**src/rxpo_cfg.svh**
```systemverilog
/*
  constants of the receive parallel output port: register offsets,
  field positions, reset values and timing counts.
  assumes a 10 mhz system clock and byte addresses on the register port.
*/
// Functional notes
// At full rate, new characters appear when the true forwarded clock rises.
// At full rate, the forwarded clock pair is complementary at the character rate.
// At half rate, the forwarded clock pair is complementary at half the character rate.
// At half rate, a new character appears on every edge of the forwarded clock.
// In self-test, status shows on the two low data bits plus the status output.
// In self-test, the host ignores the upper eight data bits.
// With self-test control at binary 10, the status output shows reception status.
// With any other self-test control value, the host ignores the status output.
// The reclocker-off flag is high exactly when both reclocker output enables are 0.
// The reclocker-off flag follows the enables without waiting for the link clock.
// The forwarded clock runs continuously at the rate the rate selection picks; the code moves it only on link or rate changes, so it halts with the link.
// The three-bit self-test status is passed on as an opaque code.
`ifndef RXPO_CFG_SVH
`define RXPO_CFG_SVH

// ****************************************************************
// register offsets
// ****************************************************************
`define RXPO_OFS_CTRL      8'h00
`define RXPO_OFS_STATUS    8'h04
`define RXPO_OFS_MASK      8'h08
`define RXPO_OFS_STATE     8'h0c
`define RXPO_OFS_LAST_CHAR 8'h10
`define RXPO_OFS_CHAR_CNT  8'h14

// ****************************************************************
// control fields
// ****************************************************************
`define RXPO_CTRL_OUT1_EN  0
`define RXPO_CTRL_OUT2_EN  1
`define RXPO_CTRL_RATE     2
`define RXPO_CTRL_ST_LO    3
`define RXPO_CTRL_ST_HI    4
`define RXPO_CTRL_RESET    5'h03

// ****************************************************************
// status / mask fields
// ****************************************************************
`define RXPO_EV_CHAR       0
`define RXPO_EV_ST_CHANGE  1
`define RXPO_EV_RECL_OFF   2
`define RXPO_EV_STALL      3
`define RXPO_EV_COUNT      4
`define RXPO_MASK_RESET    4'h0

// ****************************************************************
// state register fields
// ****************************************************************
`define RXPO_STATE_RATE    0
`define RXPO_STATE_CLK     1
`define RXPO_STATE_OFF     2
`define RXPO_STATE_RUN     3
`define RXPO_STATE_CODE_LO 4
`define RXPO_STATE_CODE_HI 6

// ****************************************************************
// codes and timing
// ****************************************************************
`define RXPO_SELFTEST_ON   2'h2
`define RXPO_CLK_PERIOD_NS 100
`define RXPO_STALL_NS      4000
`define RXPO_STALL_CYC     ((`RXPO_STALL_NS) / (`RXPO_CLK_PERIOD_NS))

`endif

```
**src/rxpo_pkg.sv**
```systemverilog
/*
  types of the receive parallel output port.
  assumes rxpo_cfg.svh supplies the numeric constants; type widths and state encodings are set here.
*/
package rxpo_pkg;

  typedef logic [9:0] rxpo_char_t;
  typedef logic [2:0] rxpo_code_t;

  typedef enum logic [1:0] {
    RXPO_IDLE = 2'b00,
    RXPO_RUN  = 2'b01,
    RXPO_HOLD = 2'b10
  } rxpo_fwd_e;

endpackage

```
**src/rxpo_top.sv**
```systemverilog
/*
  receive parallel output port: presents received characters on a
  parallel bus with a forwarded complementary clock, in full or half rate,
  reports self-test status, and flags a powered-down reclocker.
  assumes the recovered character clock and character bus arrive as pins
  from the link domain, and the self-test code comes from logic on clk.
*/
`timescale 1ns/1ps
`default_nettype none
`include "rxpo_cfg.svh"

module rxpo_top
  import rxpo_pkg::*;
(
  input  wire logic        clk,
  input  wire logic        reset,
  input  wire logic        ce,
  // link side
  input  wire logic        rx_char_clk,
  input  wire logic [9:0]  rx_char_in,
  input  wire logic [2:0]  selftest_code,
  // register port
  input  wire logic [7:0]  reg_addr,
  input  wire logic [31:0] reg_wdata,
  input  wire logic        reg_wr,
  input  wire logic        reg_rd,
  output logic      [31:0] reg_rdata,
  // host side
  output logic      [9:0]  rx_parallel_char_out,
  output logic             rx_forwarded_clock_p,
  output logic             rx_forwarded_clock_n,
  output logic             selftest_status_out,
  output logic             reclocker_off_flag,
  output logic             irq
);

  // ****************************************************************
  // helpers
  // ****************************************************************
  function automatic logic hit(input logic [7:0] addr, input logic [7:0] ofs);
    hit = (addr == ofs);
  endfunction

  // ****************************************************************
  // pin synchronisers
  // ****************************************************************
  logic       link_clk_s;
  rxpo_char_t char_s;

  rxpo_pin_sync #(
    .WIDTH (11)
  ) u_sync (
    .clk      (clk),
    .reset    (reset),
    .ce       (ce),
    .pin_in   ({rx_char_clk, rx_char_in}),
    .pin_sync ({link_clk_s, char_s})
  );

  logic link_clk_d_r;
  logic link_rise;
  logic link_fall;

  always_ff @(posedge clk) begin
    if (reset) begin
      link_clk_d_r <= 1'b0;
    end else if (ce) begin
      link_clk_d_r <= link_clk_s;
    end
  end

  assign link_rise = link_clk_s & ~link_clk_d_r;
  assign link_fall = ~link_clk_s & link_clk_d_r;

  // ****************************************************************
  // control register
  // ****************************************************************
  logic [4:0] ctrl_r;
  logic [4:0] ctrl_nxt;
  logic       wr_ctrl;
  logic       half_rate;
  logic       selftest_on;
  logic       recl_off_nxt;

  assign wr_ctrl  = reg_wr & hit(reg_addr, `RXPO_OFS_CTRL);
  assign ctrl_nxt = wr_ctrl ? reg_wdata[4:0] : ctrl_r;

  always_ff @(posedge clk) begin
    if (reset) begin
      ctrl_r <= `RXPO_CTRL_RESET;
    end else if (ce) begin
      ctrl_r <= ctrl_nxt;
    end
  end

  assign half_rate   = ctrl_r[`RXPO_CTRL_RATE];
  assign selftest_on = (ctrl_r[`RXPO_CTRL_ST_HI:`RXPO_CTRL_ST_LO] == `RXPO_SELFTEST_ON);

  // ****************************************************************
  // reclocker powered-down flag
  // ****************************************************************
  // taken from the next enables so it moves with the write, not the link
  assign recl_off_nxt = ~ctrl_nxt[`RXPO_CTRL_OUT1_EN] & ~ctrl_nxt[`RXPO_CTRL_OUT2_EN];

  always_ff @(posedge clk) begin
    if (reset) begin
      reclocker_off_flag <= 1'b0;
    end else if (ce) begin
      reclocker_off_flag <= recl_off_nxt;
    end
  end

  // ****************************************************************
  // forwarding state
  // ****************************************************************
  rxpo_fwd_e fwd_r;
  logic      char_event;
  logic      rate_d_r;
  logic      rate_change;
  logic      stall;
  logic [5:0] stall_cnt_r;

  assign char_event  = link_rise;
  assign rate_change = (half_rate != rate_d_r);
  assign stall       = (stall_cnt_r == 6'(`RXPO_STALL_CYC));

  always_ff @(posedge clk) begin
    if (reset) begin
      rate_d_r <= 1'b0;
    end else if (ce) begin
      rate_d_r <= half_rate;
    end
  end

  // counts clk cycles since the last link edge
  always_ff @(posedge clk) begin
    if (reset) begin
      stall_cnt_r <= '0;
    end else if (ce) begin
      if (link_rise | link_fall) begin
        stall_cnt_r <= '0;
      end else if (!stall) begin
        stall_cnt_r <= stall_cnt_r + 6'h01;
      end
    end
  end

  always_ff @(posedge clk) begin
    if (reset) begin
      fwd_r <= RXPO_IDLE;
    end else if (ce) begin
      case (fwd_r)
        RXPO_IDLE: begin
          if (char_event) begin
            fwd_r <= RXPO_RUN;
          end
        end
        RXPO_RUN: begin
          if (stall) begin
            fwd_r <= RXPO_HOLD;
          end
        end
        RXPO_HOLD: begin
          if (char_event) begin
            fwd_r <= RXPO_RUN;
          end
        end
        default: begin
          fwd_r <= RXPO_IDLE;
        end
      endcase
    end
  end

  // ****************************************************************
  // forwarded clock pair
  // ****************************************************************
  // full rate: high at each character, low at the mid-character link edge.
  // half rate: one toggle per character. a rate change with no character in
  // the same cycle restarts low so the pair never shows a runt phase at the old rate.
  // limitation: a character meeting a high clock at the switch to full
  // rate is dropped, since it could not be marked by a rising edge
  logic fclk_nxt;
  logic fwd_char;

  assign fwd_char = char_event & ~(rate_change & ~half_rate & rx_forwarded_clock_p);

  always_comb begin
    fclk_nxt = rx_forwarded_clock_p;
    if (fwd_char) begin
      if (half_rate) begin
        fclk_nxt = ~rx_forwarded_clock_p;
      end else begin
        fclk_nxt = 1'b1;
      end
    end else if (rate_change) begin
      fclk_nxt = 1'b0;
    end else if (!half_rate && link_fall) begin
      fclk_nxt = 1'b0;
    end
  end

  always_ff @(posedge clk) begin
    if (reset) begin
      rx_forwarded_clock_p <= 1'b0;
      rx_forwarded_clock_n <= 1'b1;
    end else if (ce) begin
      rx_forwarded_clock_p <= fclk_nxt;
      rx_forwarded_clock_n <= ~fclk_nxt;
    end
  end

  // ****************************************************************
  // parallel data and self-test status
  // ****************************************************************
  rxpo_char_t char_nxt;
  logic       st_nxt;

  always_comb begin
    if (selftest_on) begin
      // upper bits carry nothing in self-test, so hold them at zero
      char_nxt = {8'h00, selftest_code[1:0]}; // see R5 see R6
      st_nxt   = selftest_code[2];
    end else begin
      char_nxt = char_s;
      st_nxt   = 1'b0;
    end
  end

  // data moves with the same cycle as the clock edge that marks it
  always_ff @(posedge clk) begin
    if (reset) begin
      rx_parallel_char_out <= '0;
      selftest_status_out  <= 1'b0;
    end else if (ce) begin
      if (fwd_char) begin
        rx_parallel_char_out <= char_nxt; // see R1
        selftest_status_out  <= st_nxt;
      end
    end
  end

  // ****************************************************************
  // character counter
  // ****************************************************************
  logic [31:0] char_cnt_r;

  always_ff @(posedge clk) begin
    if (reset) begin
      char_cnt_r <= '0;
    end else if (ce) begin
      if (reg_wr & hit(reg_addr, `RXPO_OFS_CHAR_CNT)) begin
        char_cnt_r <= '0;
      end else if (char_event) begin
        char_cnt_r <= char_cnt_r + 32'h1;
      end
    end
  end

  // ****************************************************************
  // interrupt status and mask
  // ****************************************************************
  logic [`RXPO_EV_COUNT-1:0] ev;
  logic [`RXPO_EV_COUNT-1:0] status_r;
  logic [`RXPO_EV_COUNT-1:0] mask_r;
  logic                      code_chg;
  logic [2:0]                code_d_r;
  logic                      stall_d_r;
  logic                      wr_status;

  always_ff @(posedge clk) begin
    if (reset) begin
      code_d_r  <= '0;
      stall_d_r <= 1'b0;
    end else if (ce) begin
      code_d_r  <= selftest_code;
      stall_d_r <= stall;
    end
  end

  assign code_chg  = selftest_on & (selftest_code != code_d_r);
  assign wr_status = reg_wr & hit(reg_addr, `RXPO_OFS_STATUS);

  assign ev[`RXPO_EV_CHAR]      = char_event;
  assign ev[`RXPO_EV_ST_CHANGE] = code_chg;
  assign ev[`RXPO_EV_RECL_OFF]  = recl_off_nxt & ~reclocker_off_flag;
  assign ev[`RXPO_EV_STALL]     = stall & ~stall_d_r;

  // a new event in the clearing cycle wins over the clear
  genvar g;
  generate
    for (g = 0; g < `RXPO_EV_COUNT; g = g + 1) begin : g_sticky
      always_ff @(posedge clk) begin
        if (reset) begin
          status_r[g] <= 1'b0;
        end else if (ce) begin
          if (ev[g]) begin
            status_r[g] <= 1'b1;
          end else if (wr_status & reg_wdata[g]) begin
            status_r[g] <= 1'b0;
          end
        end
      end
    end
  endgenerate

  always_ff @(posedge clk) begin
    if (reset) begin
      mask_r <= `RXPO_MASK_RESET;
    end else if (ce) begin
      if (reg_wr & hit(reg_addr, `RXPO_OFS_MASK)) begin
        mask_r <= reg_wdata[`RXPO_EV_COUNT-1:0];
      end
    end
  end

  always_ff @(posedge clk) begin
    if (reset) begin
      irq <= 1'b0;
    end else if (ce) begin
      irq <= |(status_r & mask_r);
    end
  end

  // ****************************************************************
  // register read port
  // ****************************************************************
  logic [31:0] rd_nxt;
  logic [31:0] state_word;

  always_comb begin
    state_word = '0;
    state_word[`RXPO_STATE_RATE] = half_rate;
    state_word[`RXPO_STATE_CLK]  = rx_forwarded_clock_p;
    state_word[`RXPO_STATE_OFF]  = reclocker_off_flag;
    state_word[`RXPO_STATE_RUN]  = (fwd_r == RXPO_RUN);
    state_word[`RXPO_STATE_CODE_HI:`RXPO_STATE_CODE_LO] = selftest_code;
  end

  always_comb begin
    rd_nxt = '0;
    if (reg_rd) begin
      case (reg_addr)
        `RXPO_OFS_CTRL:      rd_nxt = {27'h0, ctrl_r};
        `RXPO_OFS_STATUS:    rd_nxt = {28'h0, status_r};
        `RXPO_OFS_MASK:      rd_nxt = {28'h0, mask_r};
        `RXPO_OFS_STATE:     rd_nxt = state_word;
        `RXPO_OFS_LAST_CHAR: rd_nxt = {22'h0, rx_parallel_char_out};
        `RXPO_OFS_CHAR_CNT:  rd_nxt = char_cnt_r;
        default:             rd_nxt = '0;
      endcase
    end
  end

  // read data stands only in the cycle after the strobe
  always_ff @(posedge clk) begin
    if (reset) begin
      reg_rdata <= '0;
    end else if (ce) begin
      reg_rdata <= rd_nxt;
    end
  end

endmodule

`default_nettype wire

```
**src/rxpo_pin_sync.sv**
```systemverilog
/*
  two-flop synchroniser for a group of pins from outside the clock domain.
  assumes each bit is stable long enough to be sampled; bits of a bus are
  only read at a later link edge, after they have settled.
*/
`timescale 1ns/1ps
`default_nettype none

module rxpo_pin_sync #(
  parameter int WIDTH = 1
) (
  input  wire logic             clk,
  input  wire logic             reset,
  input  wire logic             ce,
  input  wire logic [WIDTH-1:0] pin_in,
  output logic      [WIDTH-1:0] pin_sync
);

  logic [WIDTH-1:0] meta_r;

  // first stage feeds only the second stage
  always_ff @(posedge clk) begin
    if (reset) begin
      meta_r   <= '0;
      pin_sync <= '0;
    end else if (ce) begin
      meta_r   <= pin_in;
      pin_sync <= meta_r;
    end
  end

endmodule

`default_nettype wire

```
**config.mk**
```make
export PLATFORM = sky130hd
export DESIGN_NAME = rxpo_top
export DESIGN_NICKNAME = d
export VERILOG_FILES = /design/src/rxpo_pkg.sv /design/src/rxpo_top.sv /design/src/rxpo_pin_sync.sv
export VERILOG_INCLUDE_DIRS = /design/src
export SDC_FILE = /design/constraint.sdc
export NUM_CORES = 1
export LEC_CHECK = 0
export ABC_AREA = 1
export BUFFER_PORTS_ARGS = -buffer_cell sky130_fd_sc_hd__buf_2
export CELL_PAD_IN_SITES_DETAIL_PLACEMENT = 2
export CELL_PAD_IN_SITES_GLOBAL_PLACEMENT = 2
export CORE_ASPECT_RATIO = 1.4
export CORE_MARGIN = 3
export CORE_UTILIZATION = 30
export DETAILED_ROUTE_END_ITERATION = 8
export PLACE_DENSITY_LB_ADDON = 0.1
export SETUP_SLACK_MARGIN = 0.1
export SYNTH_ARGS = -nofsm -noshare
export SYNTH_HDL_FRONTEND = slang
export SYNTH_SLANG_ARGS = --single-unit
```
**constraint.sdc**
```tcl
create_clock -name clk -period 1.7 [get_ports clk]
set_input_delay 0.085 -clock clk [delete_from_list [all_inputs] [get_ports clk]]
set_output_delay 0.085 -clock clk [all_outputs]
set_load 0.02 [all_outputs]
```
==> reports/qor.csv, run 1 <==
metric;value;unit
drt-pass1-iter-count;4;
cp-start-kind;flop;
grt_pass1_wl;37.4;mm
arrival;1930;ps
cts_made_buffers;17;
synthesis.nets;943;
slew_headroom;50.9;%
ios;106;
yosys_warnings;0;
comb_power_share;7.4;%
internal_power;0.00586;W
p_per_area;944;nW/um^2
clock_path_buffers;2;
syn_inst;878;
die_x;125;um
post_dp_cell_area;6860;um^2
worst_pin_slew;736;ps
cpPeakStageDelay;350;ps
diodes;0;
clock-skew-final;9.90;ps
finalSetupViolations;0;
synth_top_area_share;42.9;%
slew_violations;0;
final_area;8170;um^2
cap_violations;0;
drt-total-wl;23.9;mm
p_sw_share;24.0;%
yosys.cell_types.count;36;
power_frac_seq;40.4;%
outcome;complete, no violations;
crit_required;2000;ps
hold_viol_final;0;
dieArea;21700;um^2
grt_max_degree;59;
grt_remaining_overflow;0;
grt_pass1_vias;7196;
drc;0;
tritoncts;built;
antenna_found_initial;0;
syn_area_per_cell;6.81;um^2
pre_cts_slack;-105;ps
synth_area;5980;um^2
final_nets;1083;
cts-root-buf;clkbuf_16;
min_path_type;primary input to flop;
ys_seq_area_share;42.9;%
p_clk_share;52.2;%
dp_hpwl;16.4;mm
crit_slowest_cell;dfxtp_1;
power.switching;0.00185;W
power.leakage;3.34;nW
whs;40.1;ps
vdd_ir_drop_max;587;uV
yosys.area.top_type;dfxtp_1;
critical_path.max_fanout;5;
routedWlPerCell;18.7;um
synth_area_leaders;dfxtp_1, nand2_1, nor2_1;
drt-initial-drc-count;235;
track_usage;21.4;%
critical_path_class;flop to flop;
crit_chain;inv_1, ha_2, nand2_2, nand2_4, buf_4, nand3_1, o21ai_0, nor2_1;
path_clk_slew;60;ps
gp_congestion;0.805;
fmax;614;MHz
htree_levels;4;
final_util;42.2;%
core-area;19400;um^2
fin_crit;1630;ps
synth-seq-cells;128;
viasPerCell;5.05;
die_y;173;um
clkLatencyLatePin;430;ps
critPathCaptureType;flop;
path_buf_inv;2;
finalWorstSetupSlack;71.4;ps
setup-tns-final;0;ps
post-route-period-util;95.8;%
filler_cell_count;2289;
cp_top_family;simple AND/OR/NAND/NOR gates;
drive_gt1_share;27.2;%
initial_core_util;30.9;%
num_rows;60;
ant_nets;0;
cts.sink_count;128;
port_buffers;78;
syn_to_final_growth;36.7;%
via_count;6454;
rsz0062_at_grt;true;
-- tightest hold or removal path: stages --
cell     delay (ps)
buf_2           110
inv_1            90
a21oi_1         140
-- metal layers --
layer / vias to the layer above / routed length (um) / track usage [%]
li1: 3130 / - / -
met1: 3176 / 8940 / 22.0
met2: 100 / 13700 / 42.7
met3: 48 / 594 / 3.58
met4: 0 / 668 / 7.64
met5: - / 0 / 0
-- synth_stat cells --
cell type	count
nand3_1	78
xor2_1	6
clkinv_1	1
nor3_2	2
buf_1	1
o21ai_0	62
a41oi_1	1
o211ai_1	3
a211oi_1	3
buf_6	2
buf_4	4
a31oi_1	2
o21ai_2	1
nand2_2	5
nor3b_1	2
inv_2	7
and2_1	2
o21ai_1	1
xnor2_1	2
ha_1	6
nor3_1	5
or2_0	1
nor2_2	2
o21bai_1	2
a21oi_1	89
nand3_4	1
o22ai_1	3
nor2_1	126
o21a_1	2
nand2_1	214
nand4_1	8
clkbuf_1	15
nor2_4	4
dfxtp_1	128
inv_1	76
buf_2	11
-- path summary, 6_finish.rpt --
| path | start | end | slack, ps | depth (start not counted) |
|---|---|---|---|---|
| hold reg to reg | rx_forwarded_clock_n | rx_forwarded_clock_n | 460 | 2 |
| setup reg to reg | link_clk_d_r | char_cnt_r[19] | 70 | 8 |
| setup / recovery | link_clk_d_r | char_cnt_r[19] | 70 | 8 |
| hold / removal | selftest_code[1] | code_d_r[1] | 40 | 3 |
-- registers in the layout (all words and copies together), names as in the netlist, 3 cells and up --
name                  flops
char_cnt_r               32
code_d_r                  3
ctrl_r                    5
mask_r                    4
reg_rdata                32
rx_parallel_char_out     10
stall_cnt_r               6
status_r                  4
u_sync.meta_r            11
u_sync.pin_sync          11
-- area by class of cell --
type                    count  area [um^2]  share of cell area [%]
repair buffers            154         1070                    13.1
clock buffers              20          467                    5.71
well taps                 248          310                    3.80
inverters                  84          322                    3.94
clock inverters            12          181                    2.22
flip-flops and latches    128         2590                    31.8
multi-input cells         633         3230                    39.5
-- power groups by stage --
stage	Combinational, W	Sequential (W)	Clock, W
floorplan	0.000261	0.00318	0
global placement	0.000434	0.00318	0
detailed placement	0.000456	0.00318	0
CTS	0.000515	0.00312	0.00411
global route	0.000632	0.00313	0.00425
finish	0.000570	0.00312	0.00402
-- through the flow --
step / power (W) / cells
finish: 0.00771 / 1279
global route: 0.00801 / 1279
CTS: 0.00774 / 1270
detailed placement: 0.00364 / 1214
global placement: 0.00361 / 1214
floorplan: 0.00344 / 878
-- repair_timing --
action / CTS / global route
pin swaps: 6 / 20
resized for setup: 31 / 77
gates cloned: 0 / 1
endpoints found under the setup margin: 33 / 39
endpoints found under the hold margin: 19 / 0
setup buffers: 7 / 8
hold buffers: 17 / 0
-- cells in the final DEF, fill, tap and decap left out, drive strengths merged, types with 3 or more instances in the layout --
master	count
clkbuf	21
inv	83
dfxtp	128
xor2	6
buf	136
dlygate4sd3	17
nor2	132
nor3	7
nand3	79
a21oi	89
o22ai	3
ha	6
nand4	8
o21ai	64
bufinv	4
nand2	219
clkinv	7
o211ai	3
a211oi	3
-- logic make-up after synthesis --
family          Yosys count  synth area share, %
fa+ha+maj                 6                 1.26
xor+xnor                  8                 1.17
flops                   128                 42.9
simple gates            450                 31.8
compound gates          169                 14.8
buf+inv                 117                 8.08
Power figures use the tool's default switching activity.
==> run 2: changes to the inputs <==
--- a/config.mk
+++ b/config.mk
@@ -6,13 +6,12 @@
 export SDC_FILE = /design/constraint.sdc
 export NUM_CORES = 1
 export LEC_CHECK = 0
-export ABC_AREA = 1
 export BUFFER_PORTS_ARGS = -buffer_cell sky130_fd_sc_hd__buf_2
 export CELL_PAD_IN_SITES_DETAIL_PLACEMENT = 2
 export CELL_PAD_IN_SITES_GLOBAL_PLACEMENT = 2
 export CORE_ASPECT_RATIO = 1.4
 export CORE_MARGIN = 3
-export CORE_UTILIZATION = 30
+export CORE_UTILIZATION = 36
 export DETAILED_ROUTE_END_ITERATION = 8
 export PLACE_DENSITY_LB_ADDON = 0.1
 export SETUP_SLACK_MARGIN = 0.1
==> constraint.sdc (replaced) <==
create_clock -name clk -period 1.9 [get_ports clk]
set_input_delay 0.095 -clock clk [delete_from_list [all_inputs] [get_ports clk]]
set_output_delay 0.095 -clock clk [all_outputs]
set_load 0.02 [all_outputs]
==> run 2 against run 1 <==
  * Critical endpoint is now char_cnt_r[23]
  * Global-route usage increased by 2.1 points
  * Clock skew is 1.2 ps lower
  * Sequential share of layout area rose by 2.7 points
  * Highest routed layer unchanged
  * Via count fell by 20%
  * Cell count shrank 26%
  * Critical path depth rose by 1
  * First-iteration DRC count shrank 31%
==> reports/qor.csv, run 2 <==
metric;value;unit
clkLatencyLatePin;430;ps
rrSetupSlack;120;ps
outcome;complete, no violations;
yosys.cell_types.count;54;
cts-root-buf;clkbuf_16;
r2r_end;char_cnt_r[23];
cts_made_buffers;17;
drt-pass1-iter-count;4;
synth-seq-cells;128;
htree_levels;4;
syn_area_per_cell;9.12;um^2
async_flop_share;0;%
slew_violations;0;
final_nets;807;
routedWlPerCell;21.3;um
whs_path_depth;3;
reg2reg_from;link_clk_d_r;
drt-initial-drc-count;161;
synth_area_leaders;dfxtp_1, mux2i_1, nor2_1;
yosysMostFrequentCell;dfxtp_1;
ios;106;
path_clk_slew;60;ps
yosys_warnings;0;
mostFrequentLayoutCells;dfxtp_1, nor2_1, buf_2, mux2i_1, nand2_1;
finalSetupViolations;0;
ys_seq_area_share;45.4;%
rsz0062_at_grt;true;
via_count;5189;
placed_cells;894;
worst_pin_slew;526;ps
critical_path_class;flop to flop;
cpPeakStageDelay;370;ps
synth_common_cells;dfxtp_1, nor2_1, mux2i_1, nand2_1, a22oi_1;
hold_start;selftest_code[2];
antenna_found_initial;0;
critical_path.max_fanout;7;
dp_hpwl;13.7;mm
power.switching;0.00145;W
initial_core_util;37.2;%
power_frac_seq;41.6;%
clock_path_buffers;2;
final_util;49.3;%
core-area;15200;um^2
yosys.area.top_type;dfxtp_1;
grt_max_degree;67;
fmax;563;MHz
ys.flop_type;dfxtp_1;
crit_chain;inv_2, ha_4, and2_4, a31oi_4, buf_12, nor3_2, buf_4, xnor2_1, nor2_1;
min_to;code_d_r[2];
grt_remaining_overflow;0;
post-route-period-util;93.5;%
die_x;112;um
fin_crit;1780;ps
cp-start-kind;flop;
rr_worst_depth;9;
grt_pass1_vias;5895;
p_per_area;883;nW/um^2
crit_slowest_cell;a31oi_4;
viasPerCell;5.49;
track_usage;23.5;%
grt_pass1_wl;31.8;mm
min_path_type;primary input to flop;
dieArea;17200;um^2
ant_nets;0;
post_dp_cell_area;6490;um^2
vdd_ir_drop_max;568;uV
whs;32.0;ps
final_cells;945;
syn_inst;619;
final_common_cell;dfxtp_1;
drc;0;
gp_congestion;0.853;
arrival;2090;ps
power.leakage;3.05;nW
synth_area;5650;um^2
largestRegisters;char_cnt_r: 32 flops, reg_rdata: 32 flops;
cts.sink_count;128;
port_buffers;78;
critPathCaptureType;flop;
synthesis.nets;684;
slew_headroom;64.9;%
syn_to_final_growth;32.6;%
internal_power;0.00516;W
final_area;7490;um^2
p_clk_share;52.6;%
synth_top_area_share;45.4;%
synth_edf_count;0;
tritoncts;built;
p_sw_share;22.0;%
drive_gt1_share;26.3;%
diodes;0;
crit_required;2220;ps
die_y;154;um
num_rows;53;
hold_viol_final;0;
drt-total-wl;20.1;mm
comb_power_share;5.9;%
clock-skew-final;8.73;ps
cap_violations;0;
[run 2: cell count changes in the layout (fill, tap and decap cells not counted), sizes merged, moves of 45 or more]
cell / previous run / this run
nand2: 219 / 45
inv: 83 / 8
a21oi: 89 / 24
nand3: 79 / 19
o21ai: 64 / 10
mux2i: 0 / 45
[run 2: worst max-delay path, delay by kind of cell (launching register included)]
family	cells	cell delay, ps
buffers and inverters	3	370
AOI/OAI and AO/OA	1	370
DFF	1	350
and+or+nand+nor	3	270
adders and majority gates	1	150
xor gates and xnor gates	1	140
[run 2: area by class of cell]
| type | instances | area, um^2 |
|---|---|---|
| repair buffers | 141 | 995 |
| clock buffers | 24 | 482 |
| multi-input cells | 446 | 3030 |
| well taps | 192 | 240 |
| flip-flops and latches | 128 | 2580 |
| clock inverters | 6 | 130 |
| inverters | 8 | 30.0 |
| fillers | 1603 | 7700 |
[run 2: through the flow]
stage	setup WS (ps)	power, W	setup TNS, ps
final	123	0.00661	0
after global routing	63.0	0.00685	0
after CTS	21.1	0.00667	0
after detailed placement	-18.3	0.00316	-26.4
after global placement	95.6	0.00314	0
after floorplan	89.2	0.00301	0
[run 2: worst max path at each step]
| stage | from | end | slack (ps) | depth (start not counted) |
|---|---|---|---|---|
| final | link_clk_d_r | char_cnt_r[23] | 120 | 9 |
| after detailed placement | reg_addr[5] | reclocker_off_flag | -20 | 6 |
| after floorplan | char_cnt_r[4] | char_cnt_r[30] | 90 | 6 |
| after global routing | link_clk_d_r | char_cnt_r[9] | 60 | 8 |
| after CTS | char_cnt_r[14] | char_cnt_r[19] | 20 | 6 |
| after global placement | reg_addr[5] | ctrl_r[1] | 100 | 5 |
[run 2: kinds of logic (layout without fill, tap and decap cells)]
family	Yosys count	after routing	share of synthesized area, %
DFF	128	128	45.4
AOI/OAI and AO/OA	113	113	14.2
muxes	49	49	8.77
and+or+nand+nor	250	250	22.8
adders and majority gates	6	6	1.33
buffers and inverters	45	179	3.23
xor gates and xnor gates	28	28	4.34
[run 2: repair_timing]
item,4_1_cts,5_1_grt
gates cloned,1,1
pin swaps,1,9
resized for setup,10,35
setup buffers,0,3
hold endpoints to repair,19,0
endpoints found under the setup margin,14,40
hold buffers,16,0
[run 2: power groups by stage]
| stage | sequential (W) | clock [W] | combinational (W) |
|---|---|---|---|
| final | 0.00275 | 0.00348 | 0.000387 |
| after floorplan | 0.00281 | 0 | 0.000201 |
| after global placement | 0.00281 | 0 | 0.000334 |
| after CTS | 0.00275 | 0.00353 | 0.000384 |
| after detailed placement | 0.00281 | 0 | 0.000350 |
| after global routing | 0.00275 | 0.00367 | 0.000426 |
[run 2: metal layers]
layer  part of all wire (%)  vias to the layer above  GRT usage [%]
li1                       -                     2457              -
met1                     38                     2600           23.5
met2                     56                       88           45.4
met3                    2.6                       44           4.50
met4                    4.0                        0           11.9
met5                      0                        -              0
==> run 3: changes to the inputs <==
--- a/config.mk
+++ b/config.mk
@@ -11,8 +11,9 @@
 export CELL_PAD_IN_SITES_GLOBAL_PLACEMENT = 2
 export CORE_ASPECT_RATIO = 1.4
 export CORE_MARGIN = 3
-export CORE_UTILIZATION = 36
+export CORE_UTILIZATION = 34
 export DETAILED_ROUTE_END_ITERATION = 8
+export HOLD_SLACK_MARGIN = 0.15
 export PLACE_DENSITY_LB_ADDON = 0.1
 export SETUP_SLACK_MARGIN = 0.1
 export SYNTH_ARGS = -nofsm -noshare
==> constraint.sdc (replaced) <==
create_clock -name clk -period 1.85 [get_ports clk]
set_input_delay 0.0925 -clock clk [delete_from_list [all_inputs] [get_ports clk]]
set_output_delay 0.0925 -clock clk [all_outputs]
set_load 0.02 [all_outputs]
==> run 3 against run 2 <==
  * The run now ends with setup timing left
  * Wire length decreased by 1.3%
  * Via count increased by 1.6%
  * Critical endpoint is now char_cnt_r[30]
  * Count of clock-buffer cells in the layout decreased by 1
  * Design area increased by 2.4%
  * Largest cell class unchanged
  * Flip-flop and latch count unchanged
  * Maximum frequency decreased by 5.5%
==> reports/qor.csv, run 3 (synthesis gave the netlist of run 2 again) <==
metric;value;unit
crit_chain;and4_1, buf_4, nand2_1, nor4_4, or3b_1, a21oi_1;
power_frac_seq;42.8;%
whs_path_depth;4;
finalSetupViolations;1;
dp_hpwl;13.6;mm
fmax;532;MHz
clock_path_buffers;2;
crit_required;2200;ps
clock-skew-final;7.85;ps
critPathCaptureType;flop;
min_to;reg_rdata[0];
power.switching;0.00151;W
track_usage;21.1;%
grt_max_degree;61;
largestRegisters;char_cnt_r: 32 flops, reg_rdata: 32 flops;
slew_violations;0;
critical_path_class;flop to flop;
die_y;159;um
drt-total-wl;19.8;mm
mostFrequentLayoutCells;dfxtp_1, nor2_1, buf_2, buf_4, mux2i_1;
cap_violations;0;
grtUsageMet1;22.5;%
initial_core_util;34.8;%
clkLatencyLatePin;420;ps
gr-max-usage-layer;met2;
final_util;47.2;%
cts_made_buffers;17;
finalWorstSetupSlack;-29.7;ps
drt-pass1-iter-count;4;
grt_pass1_wl;29.9;mm
die_x;115;um
crit_slowest_cell;or3b_1;
slew_headroom;62.9;%
min_path_type;primary input to flop;
cts.sink_count;128;
critical_path.max_fanout;4;
tritoncts;built;
port_buffers;78;
power.leakage;3.18;nW
whs;204;ps
viasPerCell;5.41;
p_sw_share;22.8;%
grt_pass1_vias;5743;
num_rows;55;
reg2reg_from;char_cnt_r[8];
ant_nets;0;
setup-tns-final;-29.7;ps
via_count;5272;
worst_pin_slew;557;ps
ios;106;
violations;setup timing;
syn_to_final_growth;35.7;%
arrival;2230;ps
diodes;0;
rrSetupSlack;-30;ps
final_common_cell;dfxtp_1;
core-area;16200;um^2
outcome;finished, violations left;
gp_congestion;0.835;
comb_power_share;6.3;%
cp-start-kind;flop;
path_clk_slew;60;ps
pre_cts_slack;-105;ps
drc;0;
post-route-period-util;102;%
routedWlPerCell;20.4;um
p_clk_share;50.9;%
cts-root-buf;clkbuf_16;
htree_levels;4;
rr_worst_depth;6;
antenna_found_initial;0;
cpPeakStageDelay;400;ps
final_nets;828;
grt_remaining_overflow;0;
r2r_end;char_cnt_r[30];
p_per_area;861;nW/um^2
vdd_ir_drop_max;501;uV
globalRouteMet3Util;3.54;%
met2_usage;40.1;%
drive_gt1_share;27.3;%
fin_crit;1880;ps
dieArea;18200;um^2
hold_viol_final;0;
hold_start;ce;
internal_power;0.00510;W
rsz0062_at_grt;true;
drt-initial-drc-count;222;
[run 3: routing by layer]
layer  wire length (um)  up-vias
met2              11300       87
li1                   -     2502
met1               7560     2650
met4                537        0
met3                451       33
met5                  0        -
[run 3: repair_timing]
action | in CTS | in global routing
pin swaps | 1 | 3
setup buffers | 1 | 3
hold endpoints to repair | 41 | 0
setup endpoints to repair | 32 | 27
hold buffers | 23 | 0
cloned | 0 | 1
resized for setup | 12 | 27
[run 3: critical path, delay by kind of cell (launching register included)]
kind | cells | cell delay [ps]
AND/OR/NAND/NOR | 4 | 1150
buffers and inverters | 1 | 160
AO/OA/AOI/OAI | 1 | 160
flip-flops | 1 | 350
[run 3: how the worst max path moves through the flow]
stage | from | end | slack [ps]
after floorplan | char_cnt_r[4] | char_cnt_r[30] | 40
after global placement | reg_addr[5] | ctrl_r[1] | 20
after detailed placement | link_clk_d_r | char_cnt_r[14] | -100
after CTS | char_cnt_r[6] | char_cnt_r[28] | 90
after global routing | char_cnt_r[8] | char_cnt_r[30] | -140
final | char_cnt_r[8] | char_cnt_r[30] | -30
[run 3: metrics by stage]
stage | cells | total power (W) | cell area, um^2
2_1_floorplan | 619 | 0.00309 | 5650
3_3_place_gp | 915 | 0.00324 | 6610
3_5_place_dp | 915 | 0.00326 | 6610
4_1_cts | 971 | 0.00668 | 7510
5_1_grt | 975 | 0.00686 | 7670
6_report | 975 | 0.00660 | 7670
[run 3: area by class of cell]
type                            instances  area [um^2]
Fill cell                            1766         8570
Clock inverter                          9          106
Multi-Input combinational cell        446         3060
Timing Repair Buffer                  162         1160
Sequential cell                       128         2570
Tap cell                              199          249
Clock buffer                           23          488
Inverter                                8         30.0
[run 3: power groups by stage]
stage,clock [W],sequential (W),combinational (W)
after floorplan,0,0.00289,0.000207
after global placement,0,0.00288,0.000352
after detailed placement,0,0.00289,0.000368
after CTS,0.00344,0.00283,0.000411
after global routing,0.00357,0.00283,0.000456
final,0.00336,0.00283,0.000414
